`config.mk`:
```
export PLATFORM = sky130hd
export DESIGN_NAME = albx_exec
export DESIGN_NICKNAME = d
export VERILOG_FILES = /design/src/albx_pkg.sv /design/src/albx_exec.sv /design/src/albx_flag_calc.sv
export SDC_FILE = /design/constraint.sdc
export NUM_CORES = 1
export LEC_CHECK = 0
export BUFFER_PORTS_ARGS = -buffer_cell sky130_fd_sc_hd__buf_2
export CELL_PAD_IN_SITES_DETAIL_PLACEMENT = 0
export CELL_PAD_IN_SITES_GLOBAL_PLACEMENT = 2
export CORE_MARGIN = 4
export CORE_UTILIZATION = 34
export CTS_BUF_LIST = sky130_fd_sc_hd__clkbuf_8
export DETAILED_ROUTE_END_ITERATION = 8
export GPL_TIMING_DRIVEN = 0
export PLACE_DENSITY_LB_ADDON = 0.05
export SKIP_CTS_REPAIR_TIMING = 1
export SYNTH_ARGS = -nofsm -noshare
export SYNTH_HDL_FRONTEND = slang
export SYNTH_SLANG_ARGS = --single-unit
```
`constraint.sdc`:
```
create_clock -name clock -period 3.8 [get_ports clock]
set_clock_uncertainty 0.2 [all_clocks]
set_input_delay 0.76 -clock clock [delete_from_list [all_inputs] [get_ports clock]]
set_output_delay 0.76 -clock clock [all_outputs]
set_load 0.02 [all_outputs]
```
`src/albx_pkg.sv`:
```
// package for the arithmetic, logic and branch execution datapath
package albx_pkg;
    localparam int ALBX_DW = 8;
    localparam int ALBX_PCW = 16;
    localparam logic [7:0] ALBX_ALL_ONES = 8'hff;
    localparam logic [5:0] ALBX_IO_BIT_LAST = 6'h1f;
    localparam logic [7:0] ALBX_SREG_RST = 8'h00;
    localparam logic [15:0] ALBX_PC_RST = 16'h0000;
    localparam logic [15:0] ALBX_SKIP_ONE = 16'h0002;
    localparam logic [15:0] ALBX_SKIP_TWO = 16'h0003;
    localparam logic [15:0] ALBX_PC_STEP = 16'h0001;
    localparam logic [1:0] ALBX_WORD_CYCLES = 2'h2;
    localparam logic [1:0] ALBX_JUMP_CYCLES = 2'h2;
    localparam logic [1:0] ALBX_CALL_CYCLES = 2'h3;
    // status register bit positions
    localparam int ALBX_C = 0;
    localparam int ALBX_Z = 1;
    localparam int ALBX_N = 2;
    localparam int ALBX_V = 3;
    localparam int ALBX_S = 4;
    localparam int ALBX_H = 5;

    typedef enum logic [4:0] {
        ALBX_OP_NOP = 5'h00, ALBX_OP_ADD = 5'h01, ALBX_OP_ADC = 5'h02,
        ALBX_OP_SUB = 5'h03, ALBX_OP_MINUS_CONSTANT = 5'h04,
        ALBX_OP_MINUS_WITH_BORROW_REGS = 5'h05, ALBX_OP_MINUS_BORROW_CONSTANT = 5'h06,
        ALBX_OP_AND = 5'h07, ALBX_OP_ANDI = 5'h08, ALBX_OP_OR = 5'h09, ALBX_OP_ORI = 5'h0a,
        ALBX_OP_EXCLUSIVE_OR_REGS = 5'h0b, ALBX_OP_ZERO_SIGN_PROBE = 5'h0c,
        ALBX_OP_BIT_SET_MASK = 5'h0d, ALBX_OP_BIT_CLEAR_MASK = 5'h0e,
        ALBX_OP_WORD_IMMEDIATE_PLUS = 5'h0f, ALBX_OP_WORD_IMMEDIATE_MINUS = 5'h10,
        ALBX_OP_EQUAL_SKIP_COMPARE = 5'h11, ALBX_OP_POINTER_JUMP = 5'h12,
        ALBX_OP_POINTER_SUBROUTINE_ENTRY = 5'h13, ALBX_OP_IO_BIT_SET_INSTR = 5'h14,
        ALBX_OP_IO_BIT_CLEAR_INSTR = 5'h15
    } albx_op_t;

    // one issued instruction from the decoder
    typedef struct packed {
        albx_op_t op;
        logic [7:0] rd_val;
        logic [7:0] rd_hi_val;
        logic [7:0] rr_val;
        logic [7:0] imm;
        logic [5:0] io_addr;
        logic [2:0] bit_sel;
        logic [15:0] z_ptr;
        logic next_is_two_word;
    } albx_issue_t;

    // results handed back to the register file and io space
    typedef struct packed {
        logic rd_we;
        logic [7:0] rd_data;
        logic rd_hi_we;
        logic [7:0] rd_hi_data;
        logic io_we;
        logic [5:0] io_addr;
        logic [7:0] io_data;
        logic push_we;
        logic [15:0] push_data;
    } albx_wb_t;
endpackage : albx_pkg

```
`src/albx_exec.sv`:
```
// execution datapath for arithmetic, logic and branch instructions
`timescale 1ns/100ps
module albx_exec (
    input wire logic clock,
    input wire logic rst_n,
    input wire logic clk_en,
    input wire logic issue_valid,
    input wire albx_pkg::albx_issue_t issue,
    input wire logic [7:0] io_rd_data,
    input wire logic [7:0] io_w1c_mask,
    output logic issue_ready,
    output albx_pkg::albx_wb_t wb,
    output logic [7:0] sreg,
    output logic [15:0] pc,
    output logic io_addr_err
);
    import albx_pkg::*;

    typedef enum logic [3:0] {
        ST_IDLE = 4'b0001,
        ST_WORD = 4'b0010,
        ST_FLOW = 4'b0100,
        ST_CALL = 4'b1000
    } albx_state_t;

    albx_state_t state_r, state_nxt;
    logic [1:0] cnt_r, cnt_nxt;
    logic [7:0] sreg_r, sreg_nxt;
    logic [15:0] pc_r, pc_nxt;
    logic [15:0] tgt_r, tgt_nxt;
    albx_wb_t wb_r, wb_nxt;
    logic err_r, err_nxt;

    logic [7:0] a8, b8, r8;
    logic cin8, sub8, c8, z8, n8, v8, h8;
    logic [15:0] r16;
    logic c16, z16, n16, v16, h16_unused;
    logic [7:0] logic_res;
    logic [7:0] io_mod;
    logic take;

    // byte arithmetic lane
    albx_flag_calc #(.W(8)) u_byte (
        .a(a8), .b(b8), .cin(cin8), .sub(sub8),
        .res(r8), .c(c8), .z(z8), .n(n8), .v(v8), .h(h8)
    );

    // word lane: register pair against a zero-extended constant
    albx_flag_calc #(.W(16)) u_word (
        .a({issue.rd_hi_val, issue.rd_val}), .b({8'h00, issue.imm}), .cin(1'b0),
        .sub(issue.op == ALBX_OP_WORD_IMMEDIATE_MINUS),
        .res(r16), .c(c16), .z(z16), .n(n16), .v(v16), .h(h16_unused)
    );

    assign take = issue_valid & issue_ready;
    assign issue_ready = (state_r == ST_IDLE);

    // operand select for the byte lane
    always_comb begin
        a8 = issue.rd_val;
        b8 = issue.rr_val;
        cin8 = 1'b0;
        sub8 = 1'b0;
        unique case (issue.op)
            ALBX_OP_ADC: cin8 = sreg_r[ALBX_C];
            ALBX_OP_SUB: sub8 = 1'b1;
            ALBX_OP_MINUS_CONSTANT: begin
                sub8 = 1'b1;
                b8 = issue.imm;
            end
            ALBX_OP_MINUS_WITH_BORROW_REGS: begin
                sub8 = 1'b1;
                cin8 = sreg_r[ALBX_C];
            end
            ALBX_OP_MINUS_BORROW_CONSTANT: begin
                sub8 = 1'b1;
                cin8 = sreg_r[ALBX_C];
                b8 = issue.imm;
            end
            default: ;
        endcase
    end

    // logic lane
    always_comb begin
        unique case (issue.op)
            ALBX_OP_AND: logic_res = issue.rd_val & issue.rr_val;
            ALBX_OP_ANDI: logic_res = issue.rd_val & issue.imm;
            ALBX_OP_OR: logic_res = issue.rd_val | issue.rr_val;
            ALBX_OP_ORI: logic_res = issue.rd_val | issue.imm;
            ALBX_OP_EXCLUSIVE_OR_REGS: logic_res = issue.rd_val ^ issue.rr_val;
            ALBX_OP_ZERO_SIGN_PROBE: logic_res = issue.rd_val & issue.rd_val;
            ALBX_OP_BIT_SET_MASK: logic_res = issue.rd_val | issue.imm;
            ALBX_OP_BIT_CLEAR_MASK: logic_res = issue.rd_val & (ALBX_ALL_ONES - issue.imm);
            default: logic_res = issue.rd_val;
        endcase
    end

    // io bit read-modify-write: whole register read, one bit changed
    always_comb begin
        io_mod = io_rd_data;
        if (issue.op == ALBX_OP_IO_BIT_SET_INSTR) begin
            io_mod[issue.bit_sel] = 1'b1;
        end else begin
            io_mod[issue.bit_sel] = 1'b0;
        end
        // flags read as one go back as one and so clear themselves
        io_mod = io_mod | (io_rd_data & io_w1c_mask);
    end

    // sequencing, flags, program counter and write-back
    always_comb begin
        state_nxt = state_r;
        cnt_nxt = cnt_r;
        sreg_nxt = sreg_r;
        pc_nxt = pc_r;
        tgt_nxt = tgt_r;
        wb_nxt = '0;
        err_nxt = 1'b0;
        unique case (state_r)
            ST_IDLE: begin
                if (take) begin
                    pc_nxt = pc_r + ALBX_PC_STEP;
                    unique case (issue.op)
                        ALBX_OP_ADD, ALBX_OP_ADC, ALBX_OP_SUB, ALBX_OP_MINUS_CONSTANT,
                        ALBX_OP_MINUS_WITH_BORROW_REGS, ALBX_OP_MINUS_BORROW_CONSTANT: begin
                            // result and flags land at this edge for the next instruction
                            wb_nxt.rd_we = 1'b1;
                            wb_nxt.rd_data = r8;
                            sreg_nxt[ALBX_C] = c8;
                            // borrow forms keep zero only if it was already set
                            if (issue.op == ALBX_OP_MINUS_WITH_BORROW_REGS
                                    || issue.op == ALBX_OP_MINUS_BORROW_CONSTANT) begin
                                sreg_nxt[ALBX_Z] = z8 & sreg_r[ALBX_Z];
                            end else begin
                                sreg_nxt[ALBX_Z] = z8;
                            end
                            sreg_nxt[ALBX_N] = n8;
                            sreg_nxt[ALBX_V] = v8;
                            sreg_nxt[ALBX_S] = n8 ^ v8;
                            sreg_nxt[ALBX_H] = h8;
                        end
                        ALBX_OP_AND, ALBX_OP_ANDI, ALBX_OP_OR, ALBX_OP_ORI, ALBX_OP_EXCLUSIVE_OR_REGS,
                        ALBX_OP_ZERO_SIGN_PROBE, ALBX_OP_BIT_SET_MASK, ALBX_OP_BIT_CLEAR_MASK: begin
                            wb_nxt.rd_we = 1'b1;
                            wb_nxt.rd_data = logic_res;
                            // carry and half-carry stay as they are
                            sreg_nxt[ALBX_Z] = (logic_res == 8'h00);
                            sreg_nxt[ALBX_N] = logic_res[7];
                            sreg_nxt[ALBX_V] = 1'b0;
                            sreg_nxt[ALBX_S] = logic_res[7];
                        end
                        ALBX_OP_WORD_IMMEDIATE_PLUS, ALBX_OP_WORD_IMMEDIATE_MINUS: begin
                            wb_nxt.rd_we = 1'b1;
                            wb_nxt.rd_data = r16[7:0];
                            wb_nxt.rd_hi_we = 1'b1;
                            wb_nxt.rd_hi_data = r16[15:8];
                            sreg_nxt[ALBX_C] = c16;
                            sreg_nxt[ALBX_Z] = z16;
                            sreg_nxt[ALBX_N] = n16;
                            sreg_nxt[ALBX_V] = v16;
                            sreg_nxt[ALBX_S] = n16 ^ v16;
                            state_nxt = ST_WORD;
                            cnt_nxt = ALBX_WORD_CYCLES - 2'h1;
                        end
                        ALBX_OP_EQUAL_SKIP_COMPARE: begin
                            // equal costs one extra clock; no flag moves
                            if (issue.rd_val == issue.rr_val) begin
                                pc_nxt = pc_r + (issue.next_is_two_word ? ALBX_SKIP_TWO : ALBX_SKIP_ONE);
                                state_nxt = ST_FLOW;
                                cnt_nxt = 2'h1;
                                tgt_nxt = pc_nxt;
                            end
                        end
                        ALBX_OP_POINTER_JUMP: begin
                            tgt_nxt = issue.z_ptr;
                            pc_nxt = pc_r;
                            state_nxt = ST_FLOW;
                            cnt_nxt = ALBX_JUMP_CYCLES - 2'h1;
                        end
                        ALBX_OP_POINTER_SUBROUTINE_ENTRY: begin
                            wb_nxt.push_we = 1'b1;
                            wb_nxt.push_data = pc_r + ALBX_PC_STEP;
                            tgt_nxt = issue.z_ptr;
                            pc_nxt = pc_r;
                            state_nxt = ST_CALL;
                            cnt_nxt = ALBX_CALL_CYCLES - 2'h1;
                        end
                        ALBX_OP_IO_BIT_SET_INSTR, ALBX_OP_IO_BIT_CLEAR_INSTR: begin
                            // upper half of io space is refused, not written
                            if (issue.io_addr <= ALBX_IO_BIT_LAST) begin
                                wb_nxt.io_we = 1'b1;
                                wb_nxt.io_addr = issue.io_addr;
                                wb_nxt.io_data = io_mod;
                            end else begin
                                err_nxt = 1'b1;
                            end
                        end
                        default: ;
                    endcase
                end
            end
            ST_WORD: begin
                cnt_nxt = cnt_r - 2'h1;
                if (cnt_r == 2'h1) begin
                    state_nxt = ST_IDLE;
                end
            end
            ST_FLOW, ST_CALL: begin
                cnt_nxt = cnt_r - 2'h1;
                if (cnt_r == 2'h1) begin
                    pc_nxt = tgt_r;
                    state_nxt = ST_IDLE;
                end
            end
        endcase
    end

    // state registers; clock enable freezes everything
    always_ff @(posedge clock or negedge rst_n) begin
        if (!rst_n) begin
            state_r <= ST_IDLE;
            cnt_r <= 2'h0;
            sreg_r <= ALBX_SREG_RST;
            pc_r <= ALBX_PC_RST;
            tgt_r <= ALBX_PC_RST;
            wb_r <= '0;
            err_r <= 1'b0;
        end else if (clk_en) begin
            state_r <= state_nxt;
            cnt_r <= cnt_nxt;
            sreg_r <= sreg_nxt;
            pc_r <= pc_nxt;
            tgt_r <= tgt_nxt;
            wb_r <= wb_nxt;
            err_r <= err_nxt;
        end
    end

    assign wb = wb_r;
    assign sreg = sreg_r;
    assign pc = pc_r;
    assign io_addr_err = err_r;
endmodule : albx_exec

```
`src/albx_flag_calc.sv`:
```
// flag calculation for byte and word add and subtract
`timescale 1ns/100ps
module albx_flag_calc #(
    parameter int W = 8
) (
    input wire logic [W-1:0] a,
    input wire logic [W-1:0] b,
    input wire logic cin,
    input wire logic sub,
    output logic [W-1:0] res,
    output logic c,
    output logic z,
    output logic n,
    output logic v,
    output logic h
);
    logic [W:0] full;
    logic [W-1:0] bx;

    // subtraction borrows: a - b - cin done as explicit difference
    always_comb begin
        bx = b;
        if (sub) begin
            full = {1'b0, a} - {1'b0, b} - {{W{1'b0}}, cin};
        end else begin
            full = {1'b0, a} + {1'b0, b} + {{W{1'b0}}, cin};
        end
        res = full[W-1:0];
        c = full[W];
        z = (res == '0);
        n = res[W-1];
        if (sub) begin
            v = (a[W-1] & ~bx[W-1] & ~res[W-1]) | (~a[W-1] & bx[W-1] & res[W-1]);
            h = (~a[3] & bx[3]) | (bx[3] & res[3]) | (res[3] & ~a[3]);
        end else begin
            v = (a[W-1] & bx[W-1] & ~res[W-1]) | (~a[W-1] & ~bx[W-1] & res[W-1]);
            h = (a[3] & bx[3]) | (bx[3] & ~res[3]) | (~res[3] & a[3]);
        end
    end
endmodule : albx_flag_calc

```
# After elaboration in Yosys (flattened, before gate mapping)
# Cells that the tools add are included.
[op_classes] addsub=10 n_lt_le_gt_ge=3 n_eq_ne=35 muxes=43 bitwise=45 reduce_logical=28
[op_table] operator="$mux W50" n=2
[op_table] operator="$pmux W16 S2" n=3
[op_table] operator="$mux W16" n=4
[op_table] operator="$pmux W8 S7" n=1
[op_table] operator="$and A8 B8 Y8" n=6
[op_table] operator="$eq A5 B4 Y1 const B" n=8
[op_table] operator="$mux W17" n=2
[op_table] operator="$or A8 B8 Y8" n=4
[op_table] operator="$eq A5 B5 Y1 const B" n=6
[op_table] operator="$mux W15" n=2
[op_table] operator="$pmux W9 S3" n=1
[op_table] operator="$eq A5 B3 Y1 const B" n=4
[op_table] operator="$and A1 B1 Y1" n=18
[op_table] operator="$mux W9" n=2
[op_table] operator="$add A16 B8 Y17" n=1
[op_table] operator="$sub A16 B8 Y17" n=1
[op_table] operator="$add A16 B1 Y16 const B" n=1
[op_table] operator="$add A16 B2 Y16" n=1
[op_table] operator="$logic_not A16 Y1" n=1
[op_table] operator="$logic_not A8 Y1" n=2
[op_table] operator="$mux W8" n=2
[op_table] operator="$pmux W4 S4" n=1
[op_table] operator="$reduce_and A4 Y1" n=4
[op_table] operator="$reduce_and A5 Y1" n=3
[op_table] operator="other kinds (45)" n=84
[totals] ff_bits=95 in_bits=83 output_inout_bits=76 elab_cells=181

# Longest topological paths before layout
# Gate-level depths: netlist of run 1.
[depth] depth_word=12 mapped_depth=19

# Cells and area by module
# From an unflattened synthesis of run 1, not the netlist that was laid out.
[unflattened] hier_cells=1113 hier_area_um2=9491.6
[by_module_without_submodules] module="albx_exec" n_inst=1 cells_each=681 area_per_inst_um2=6294.8 seq_area_each_um2=2378.5
[by_module_without_submodules] module="albx_flag_calc (u_word)" n_inst=1 cells_each=293 area_per_inst_um2=2114.5 seq_area_each_um2=0.0
[by_module_without_submodules] module="albx_flag_calc (u_byte)" n_inst=1 cells_each=139 area_per_inst_um2=1082.3 seq_area_each_um2=0.0

# Worst setup path after synthesis of run 1
# OpenSTA, ideal clock, no wires.
[synth_timing] path_type="input to register" start="input issue[60] (netlist bit)" end="register sreg_r[1] (netlist: sreg[1])" arrival_ns=4.046 required_time_ns=3.508 slack_ns=-0.537 cell_stages=17 n_path_buf=1 path_cell_list="buf_6 > clkinv_1 > nor4_4 > mux2_2 > fa_1 > inv_1 > ha_1 > nor2_1 > fa_1 > nand2_1 > a21oi_1 > o21ai_0 > xor2_1 > nand2_1 > o21ai_0 > o31a_2 > o31ai_2"
[synth_via] elab_chain_len=10 elab_cells_between_ends=42 classes_between="add/sub (4); eq/ne (16); mux (8); bitwise (1); reduce/logical (13)"
[synth_lines] item="from (decl)" line="albx_exec.sv:8" rtl="input wire albx_pkg::albx_issue_t issue,"
[synth_lines] item="$eq A5 B3 Y1 (on tied branches)" line="albx_exec.sv:64, albx_exec.sv:124, albx_exec.sv:133"
[synth_lines] item="$reduce_or A2 Y1 (no source line)"
[synth_lines] item="$mux W8" line="albx_exec.sv:64" rtl="unique case (issue.op)"
[synth_lines] item="$add A8 B8 Y9 or $sub A8 B8 Y9 (tied branches)" line="albx_flag_calc.sv:26, albx_flag_calc.sv:24"
[synth_lines] item="$add A9 B1 Y9 or $sub A9 B1 Y9 (tied branches)" line="albx_flag_calc.sv:26, albx_flag_calc.sv:24"
[synth_lines] item="$mux W9" line="albx_flag_calc.sv:23" rtl="if (sub) begin"
[synth_lines] item="$logic_not A8 Y1" line="albx_flag_calc.sv:30" rtl="z = (res == '0);"
[synth_lines] item="$and A1 B1 Y1" line="albx_exec.sv:134" rtl="sreg_nxt[ALBX_Z] = z8 & sreg_r[ALBX_Z];"
[synth_lines] item="$mux W1" line="albx_exec.sv:132" rtl="if (issue.op == ALBX_OP_MINUS_WITH_BORROW_REGS"
[synth_lines] item="$pmux W4 S3" line="albx_exec.sv:124" rtl="unique case (issue.op)"
[synth_lines] item="to (signal assigned)" line="albx_exec.sv:232" rtl="sreg_r <= sreg_nxt;"
[synth_lines] item="to (decl)" line="albx_exec.sv:28" rtl="logic [7:0] sreg_r, sreg_nxt;"
# Several ways; a longest one is shown, not always the timed one.
# A chain may end at the register's enable or synchronous reset.

# Worst setup path in the final report of run 1
[layout_timing] start="input issue[62] (netlist bit)" end="register sreg_r[1] (netlist: sreg[1])"
# The elaborated chain is that of the path after synthesis.

==> results.ini, run 1 <==
[timing]
finalCritPeriodShare_pct=106
worst_pin_slew_ns=1.12
fin_tns_setup_ns=-0.306
report.final.slew_viol_count=0
finalHoldViolations=0
finalCriticalPeriod_ns=4.03
setup_viol=4
timing.fmax_ghz=0.248
slew_headroom_pct=25.2
setup_slack_ns=-0.231
rsz0062_at_grt=yes

[cells_and_area]
diodes=0
n_fill_cell=2513
fin_area_um2=10300
layout-drive-gt1-share_pct=27.1
final_common_cell=buf_2
layout_common_cells=152 x buf_2, 94 x dfrtp_1, 81 x nor2_1, 72 x nand2_1, 62 x o21ai_0
final_util_pct=43.5
area_delta_synth_final_pct=25.0
nets=1293

[placed_design]
globalplace.congestion=0.881
place_hpwl_um=23900
io_buffers=151
place_area_um2=9620

[power]
p_per_area_nw_per_um2=345
power_leakage_nw=4.53
ir_worst_vdd_v=0.000179

[clock_network]
clkSinkCount=95
htree_levels=3
cts_buffers=9
root_buffer=clkbuf_8
clock_path_buffers=2
cts_tree=built
path_clk_slew_ns=0.11
clk_latency_ns=0.40

[synthesis]
async_reset_ff_share_pct=100
synthesis.area_um2=8250
ys.flop_type=dfrtp_1
ys_seq_area_share_pct=28.8
ys_seq_elements=95
synth_edf_count=0
ys_warn_count=0
netlist_instances=981
yosysUniqueCellTypes=81
avgSynthCellArea_um2=8.41

[global_routing]
grt_overflow=0
first_global_vias=7830
grt_max_degree=50
grt_pass1_wl_um=46800
antenna_found_initial=0
grtUsageTotal_pct=22.7

[floorplan]
initial_core_util_pct=34.8
die_w_um=164
die_y_um=164
rows=56
core_area_um2=23700
die_area_um2=26800
io_pins=159

[drt]
ant_nets=0
routed_wl_um=31000
first_pass_iters=6
route.detailed.drc=0
routedWlPerCell_um=20.9
vias=8148
drt_iter0_markers=606
viasPerCell=5.49

[run_status]
violations=setup timing
status=complete, but fails checks

[critical_path]
crit_type=input port to flop
r2r_slack_ns=0.28
end_kind=flop
crit_required_ns=3.92
cp_num_buf_inv=3
cp_top_family=adder cells
critical_path.max_stage_delay_ns=0.57
start_kind=input port
cp_cell_sequence=buf_12 -> buf_8 -> nor4_4 -> mux2_4 -> fa_2 -> ha_4 -> nor2_4 -> fa_2 -> inv_2 -> mux2i_4 -> nand2_2 -> nor4_4 -> nand4_1 -> o31a_2 -> o31ai_2
cp_max_fo=5
crit_slowest_cell=fa_2
arrival_ns=4.15

[flow_run]
drv_cap=0

[worst_hold_path]
hp-class=input port to asynchronous set/reset pin

## cell type report
| type | count | area, um^2 | area share, % |
|---|---|---|---|
| inverter | 56 | 225 | 2.18 |
| tap | 319 | 399 | 3.87 |
| multi-input combinational | 778 | 5870 | 56.9 |
| clock buffer | 9 | 124 | 1.20 |
| buffer | 52 | 323 | 3.13 |
| clock inverter | 7 | 75.1 | 0.728 |
| timing repair buffer | 168 | 917 | 8.90 |
| sequential | 95 | 2380 | 23.1 |
## synth_stat cells, drive strengths merged, types with 4 or more instances
| cell type | n | share of area (%) |
|---|---|---|
| ha | 45 | 6.8 |
| a21oi | 68 | 4.2 |
| buf | 16 | 1.4 |
| o2111ai | 5 | 0.53 |
| and3 | 4 | 0.30 |
| a211oi | 9 | 0.82 |
| mux2i | 24 | 2.9 |
| o311ai | 4 | 0.42 |
| o2bb2ai | 34 | 3.6 |
| a22o | 15 | 1.6 |
| inv | 55 | 2.5 |
| clkbuf | 37 | 1.7 |
| o21ai | 73 | 4.6 |
| xor2 | 21 | 2.2 |
| nand3 | 18 | 1.1 |
| a2111oi | 7 | 0.77 |
| nand4 | 14 | 1.1 |
| nand2b | 22 | 1.7 |
| a31oi | 8 | 0.61 |
| nand2 | 76 | 3.5 |
| nor4 | 5 | 0.74 |
| nor3b | 4 | 0.36 |
| nor2b | 13 | 0.99 |
| nor2 | 88 | 4.0 |
| a221oi | 4 | 0.42 |
| o22ai | 8 | 0.68 |
| o21a | 6 | 0.55 |
| o31ai | 15 | 1.4 |
| dfrtp | 94 | 29 |
| mux2 | 22 | 3.0 |
| a32o | 7 | 0.85 |
| o211ai | 9 | 0.82 |
| xnor2 | 45 | 4.8 |
| nor3 | 28 | 1.8 |
| a211o | 7 | 0.74 |
| a21o | 11 | 1.0 |
| fa | 5 | 1.2 |
| nand3b | 10 | 0.96 |
## final timing paths
path                                 to      start  depth (start not counted)
worst min-delay path            sreg[5]      rst_n                          1
max in group asynchronous        pc[14]      rst_n                          2
worst max-delay path            sreg[1]  issue[62]                         15
worst max register to register  sreg[1]    sreg[0]                         14
worst min register to register   wb[31]     wb[31]                          1
min in group clock               wb[31]     wb[31]                          1
## per-stage QoR
step / std cells / setup slack [ns] / hold slack (ns) / power [W]
after floorplan: 982 / -0.328 / 0.264 / 0.00225
after global placement: 1452 / -1.34 / 0.258 / 0.00277
after detailed placement: 1453 / -1.28 / 0.272 / 0.00277
after CTS: 1469 / -0.880 / 0.211 / 0.00349
after global routing: 1484 / -0.356 / 0.223 / 0.00380
final: 1484 / -0.231 / 0.189 / 0.00356
## report_power, final
| part | switching (W) | total, W | internal, W |
|---|---|---|---|
| Clock | 0.000445 | 0.000705 | 0.000260 |
| Sequential | 0.000141 | 0.00127 | 0.00113 |
| Combinational | 0.000976 | 0.00159 | 0.000611 |
| Total | 0.00156 | 0.00356 | 0.00200 |
## state kept, by name, summed over array words and instances, names as in the netlist
register and count:
cnt_r 2, pc 16, state_r 4, wb 50, sreg 6, io_addr_err 1
tgt_r 16
## cell families (layout without fill, tap and decap cells)
kind of cell / count (synthesis) / after routing / share of synthesized area [%]
adder cells (fa/ha/maj): 51 / 51 / 8.16
buffers and inverters: 109 / 292 / 5.61
AND/OR/NAND/NOR: 303 / 303 / 18.6
other: 1 / 2 / 0.0455
multiplexers: 46 / 46 / 5.92
XOR/XNOR: 66 / 66 / 7.01
flip-flops: 95 / 95 / 28.8
AO/OA/AOI/OAI: 310 / 310 / 25.8
## per-layer routing
layer  vias to the layer above  GRT usage, %  wire length, um
li1                       3943             -                -
met1                      3963          35.6            16100
met2                       221          33.1            13000
met3                        21          3.74             1660
met4                         0          3.62              286
met5                         -             0                0
(Power assumes the default switching activity.)
==> run 2, diff against run 1 <==
CTS_BUF_LIST = default   (was sky130_fd_sc_hd__clkbuf_8)
==> run 2 against run 1 <==
Against the previous run:
- the flow still finishes with violations (setup timing)
- sequential power barely moved
- via count increased by 0.99%
- register-to-register slack barely moved
- final cell count is 0.27% higher
- hold slack better by 0.052 ns
- core utilization is 0.95 points higher
- critical path type unchanged
==> results.ini, run 2 (synthesis gave the netlist of run 1 again) <==
[run_status]
status=complete, but fails checks
violations=setup timing

[cells_and_area]
fin_cells=1488
final_util_pct=44.5
multi_input_area_um2=5940
final_common_cell=buf_2
diodes=0
largest_reg_flops=50
layout-drive-gt1-share_pct=28.4
layout_common_cells=150 x buf_2, 94 x dfrtp_1, 81 x nor2_1, 72 x nand2_1, 62 x o21ai_0
n_fill_cell=2488
area_delta_synth_final_pct=27.7
ff_latch_area_um2=2380
nets=1297
fin_area_um2=10500

[floorplan]
rows=56
initial_core_util_pct=34.8
die_w_um=164
io_pins=159
die_area_um2=26800
die_y_um=164
core_area_um2=23700

[critical_path]
cp_max_fo=5
arrival_ns=4.13
start_kind=input port
worst-r2r-cell-count=14
end_kind=flop
crit_type=input port to flop
crit_required_ns=3.87

[placed_design]
place_area_um2=9620
dp.cells=1453
place_hpwl_um=23900
io_buffers=151
globalplace.congestion=0.881

[drt]
routed_wl_um=31200
vias=8229
drt_iter0_markers=608
first_pass_iters=5
ant_nets=0
route.detailed.drc=0
viasPerCell=5.53
routedWlPerCell_um=21.0

[clock_network]
clock_path_buffers=2
htree_levels=3
path_clk_slew_ns=0.08
root_buffer=clkbuf_16
clkSinkCount=95
cts_buffers=9
cts_tree=built
clk_latency_ns=0.35

[global_routing]
grt_max_degree=50
antenna_found_initial=0
grtUsageTotal_pct=22.7
grt_pass1_wl_um=46800
grt_overflow=0
first_global_vias=7833

[timing]
finalCritPeriodShare_pct=107
finalHoldViolations=0
report.final.slew_viol_count=0
worst_pin_slew_ns=1.11
finalCriticalPeriod_ns=4.06
rsz0062_at_grt=yes
setup_slack_ns=-0.264
timing.fmax_ghz=0.246
slew_headroom_pct=25.3
setup_viol=8
fin_tns_setup_ns=-0.544

[power]
clkPwrFrac_pct=24.4
p_seq_share_pct=33.1
switching_share_pct=41.8
combPwrFrac_pct=42.5
p_int_w=0.00223
p_total_w=0.00383
ir_worst_vdd_v=0.000267
power_leakage_nw=4.62
p_per_area_nw_per_um2=364
power.switching_w=0.00160

[flow_run]
drv_cap=0

[worst_hold_path]
hp-class=input port to asynchronous set/reset pin

run 2: changes by cell type in the layout (fill, tap and decap cells not counted), sizes merged:
cell  before  now
buf      185  189
run 2: area by class of cell:
| type | count | area share (%) |
|---|---|---|
| Sequential cell | 95 | 22.6 |
| Tap cell | 319 | 3.79 |
| Clock buffer | 9 | 2.14 |
| Timing Repair Buffer | 172 | 9.05 |
| Multi-Input combinational cell | 778 | 56.4 |
| Clock inverter | 7 | 0.713 |
| Inverter | 56 | 2.14 |
| Buffer | 52 | 3.14 |
run 2: metrics by stage:
| stage | hold slack [ns] | worst slack (ns) |
|---|---|---|
| 6_report | 0.241 | -0.264 |
| 4_1_cts | 0.272 | -0.939 |
| 3_5_place_dp | 0.272 | -1.28 |
| 2_1_floorplan | 0.264 | -0.328 |
| 3_3_place_gp | 0.258 | -1.34 |
| 5_1_grt | 0.283 | -0.413 |
run 2: final timing paths:
check	start	to	slack (ns)
max	issue[62]	sreg[1]	-0.26
min	rst_n	sreg[5]	0.24
max reg2reg	sreg[0]	sreg[1]	0.28
min reg2reg	wb[31]	wb[31]	0.29
max in group asynchronous	rst_n	tgt_r[1]	2.44
min in group clock	wb[31]	wb[31]	0.29
run 2: power by group through the flow:
stage / Combinational [W] / Clock, W / Sequential (W)
4_1_cts: 0.00149 / 0.000964 / 0.00126
2_1_floorplan: 0.000922 / 0 / 0.00133
5_1_grt: 0.00178 / 0.00100 / 0.00129
3_3_place_gp: 0.00148 / 0 / 0.00128
6_report: 0.00163 / 0.000933 / 0.00127
3_5_place_dp: 0.00148 / 0 / 0.00128
run 2: per-layer routing:
metal / GRT usage [%] / share of wire [%] / vias to the layer above
li1: - / - / 3959
met1: 35.6 / 51 / 3986
met2: 33.2 / 42 / 257
met3: 3.44 / 5.6 / 27
met4: 3.74 / 1.1 / 0
met5: 0 / 0 / -
run 2: worst max-delay path: stages:
cell,delay (ns)
buf_12,0.11
buf_8,0.11
nor4_4,0.37
mux2_4,0.35
fa_2,0.57
ha_4,0.15
nor2_4,0.04
fa_2,0.53
inv_2,0.04
mux2i_4,0.22
nand2_2,0.10
nor4_4,0.21
nand4_1,0.14
o31a_2,0.37
o31ai_2,0.06
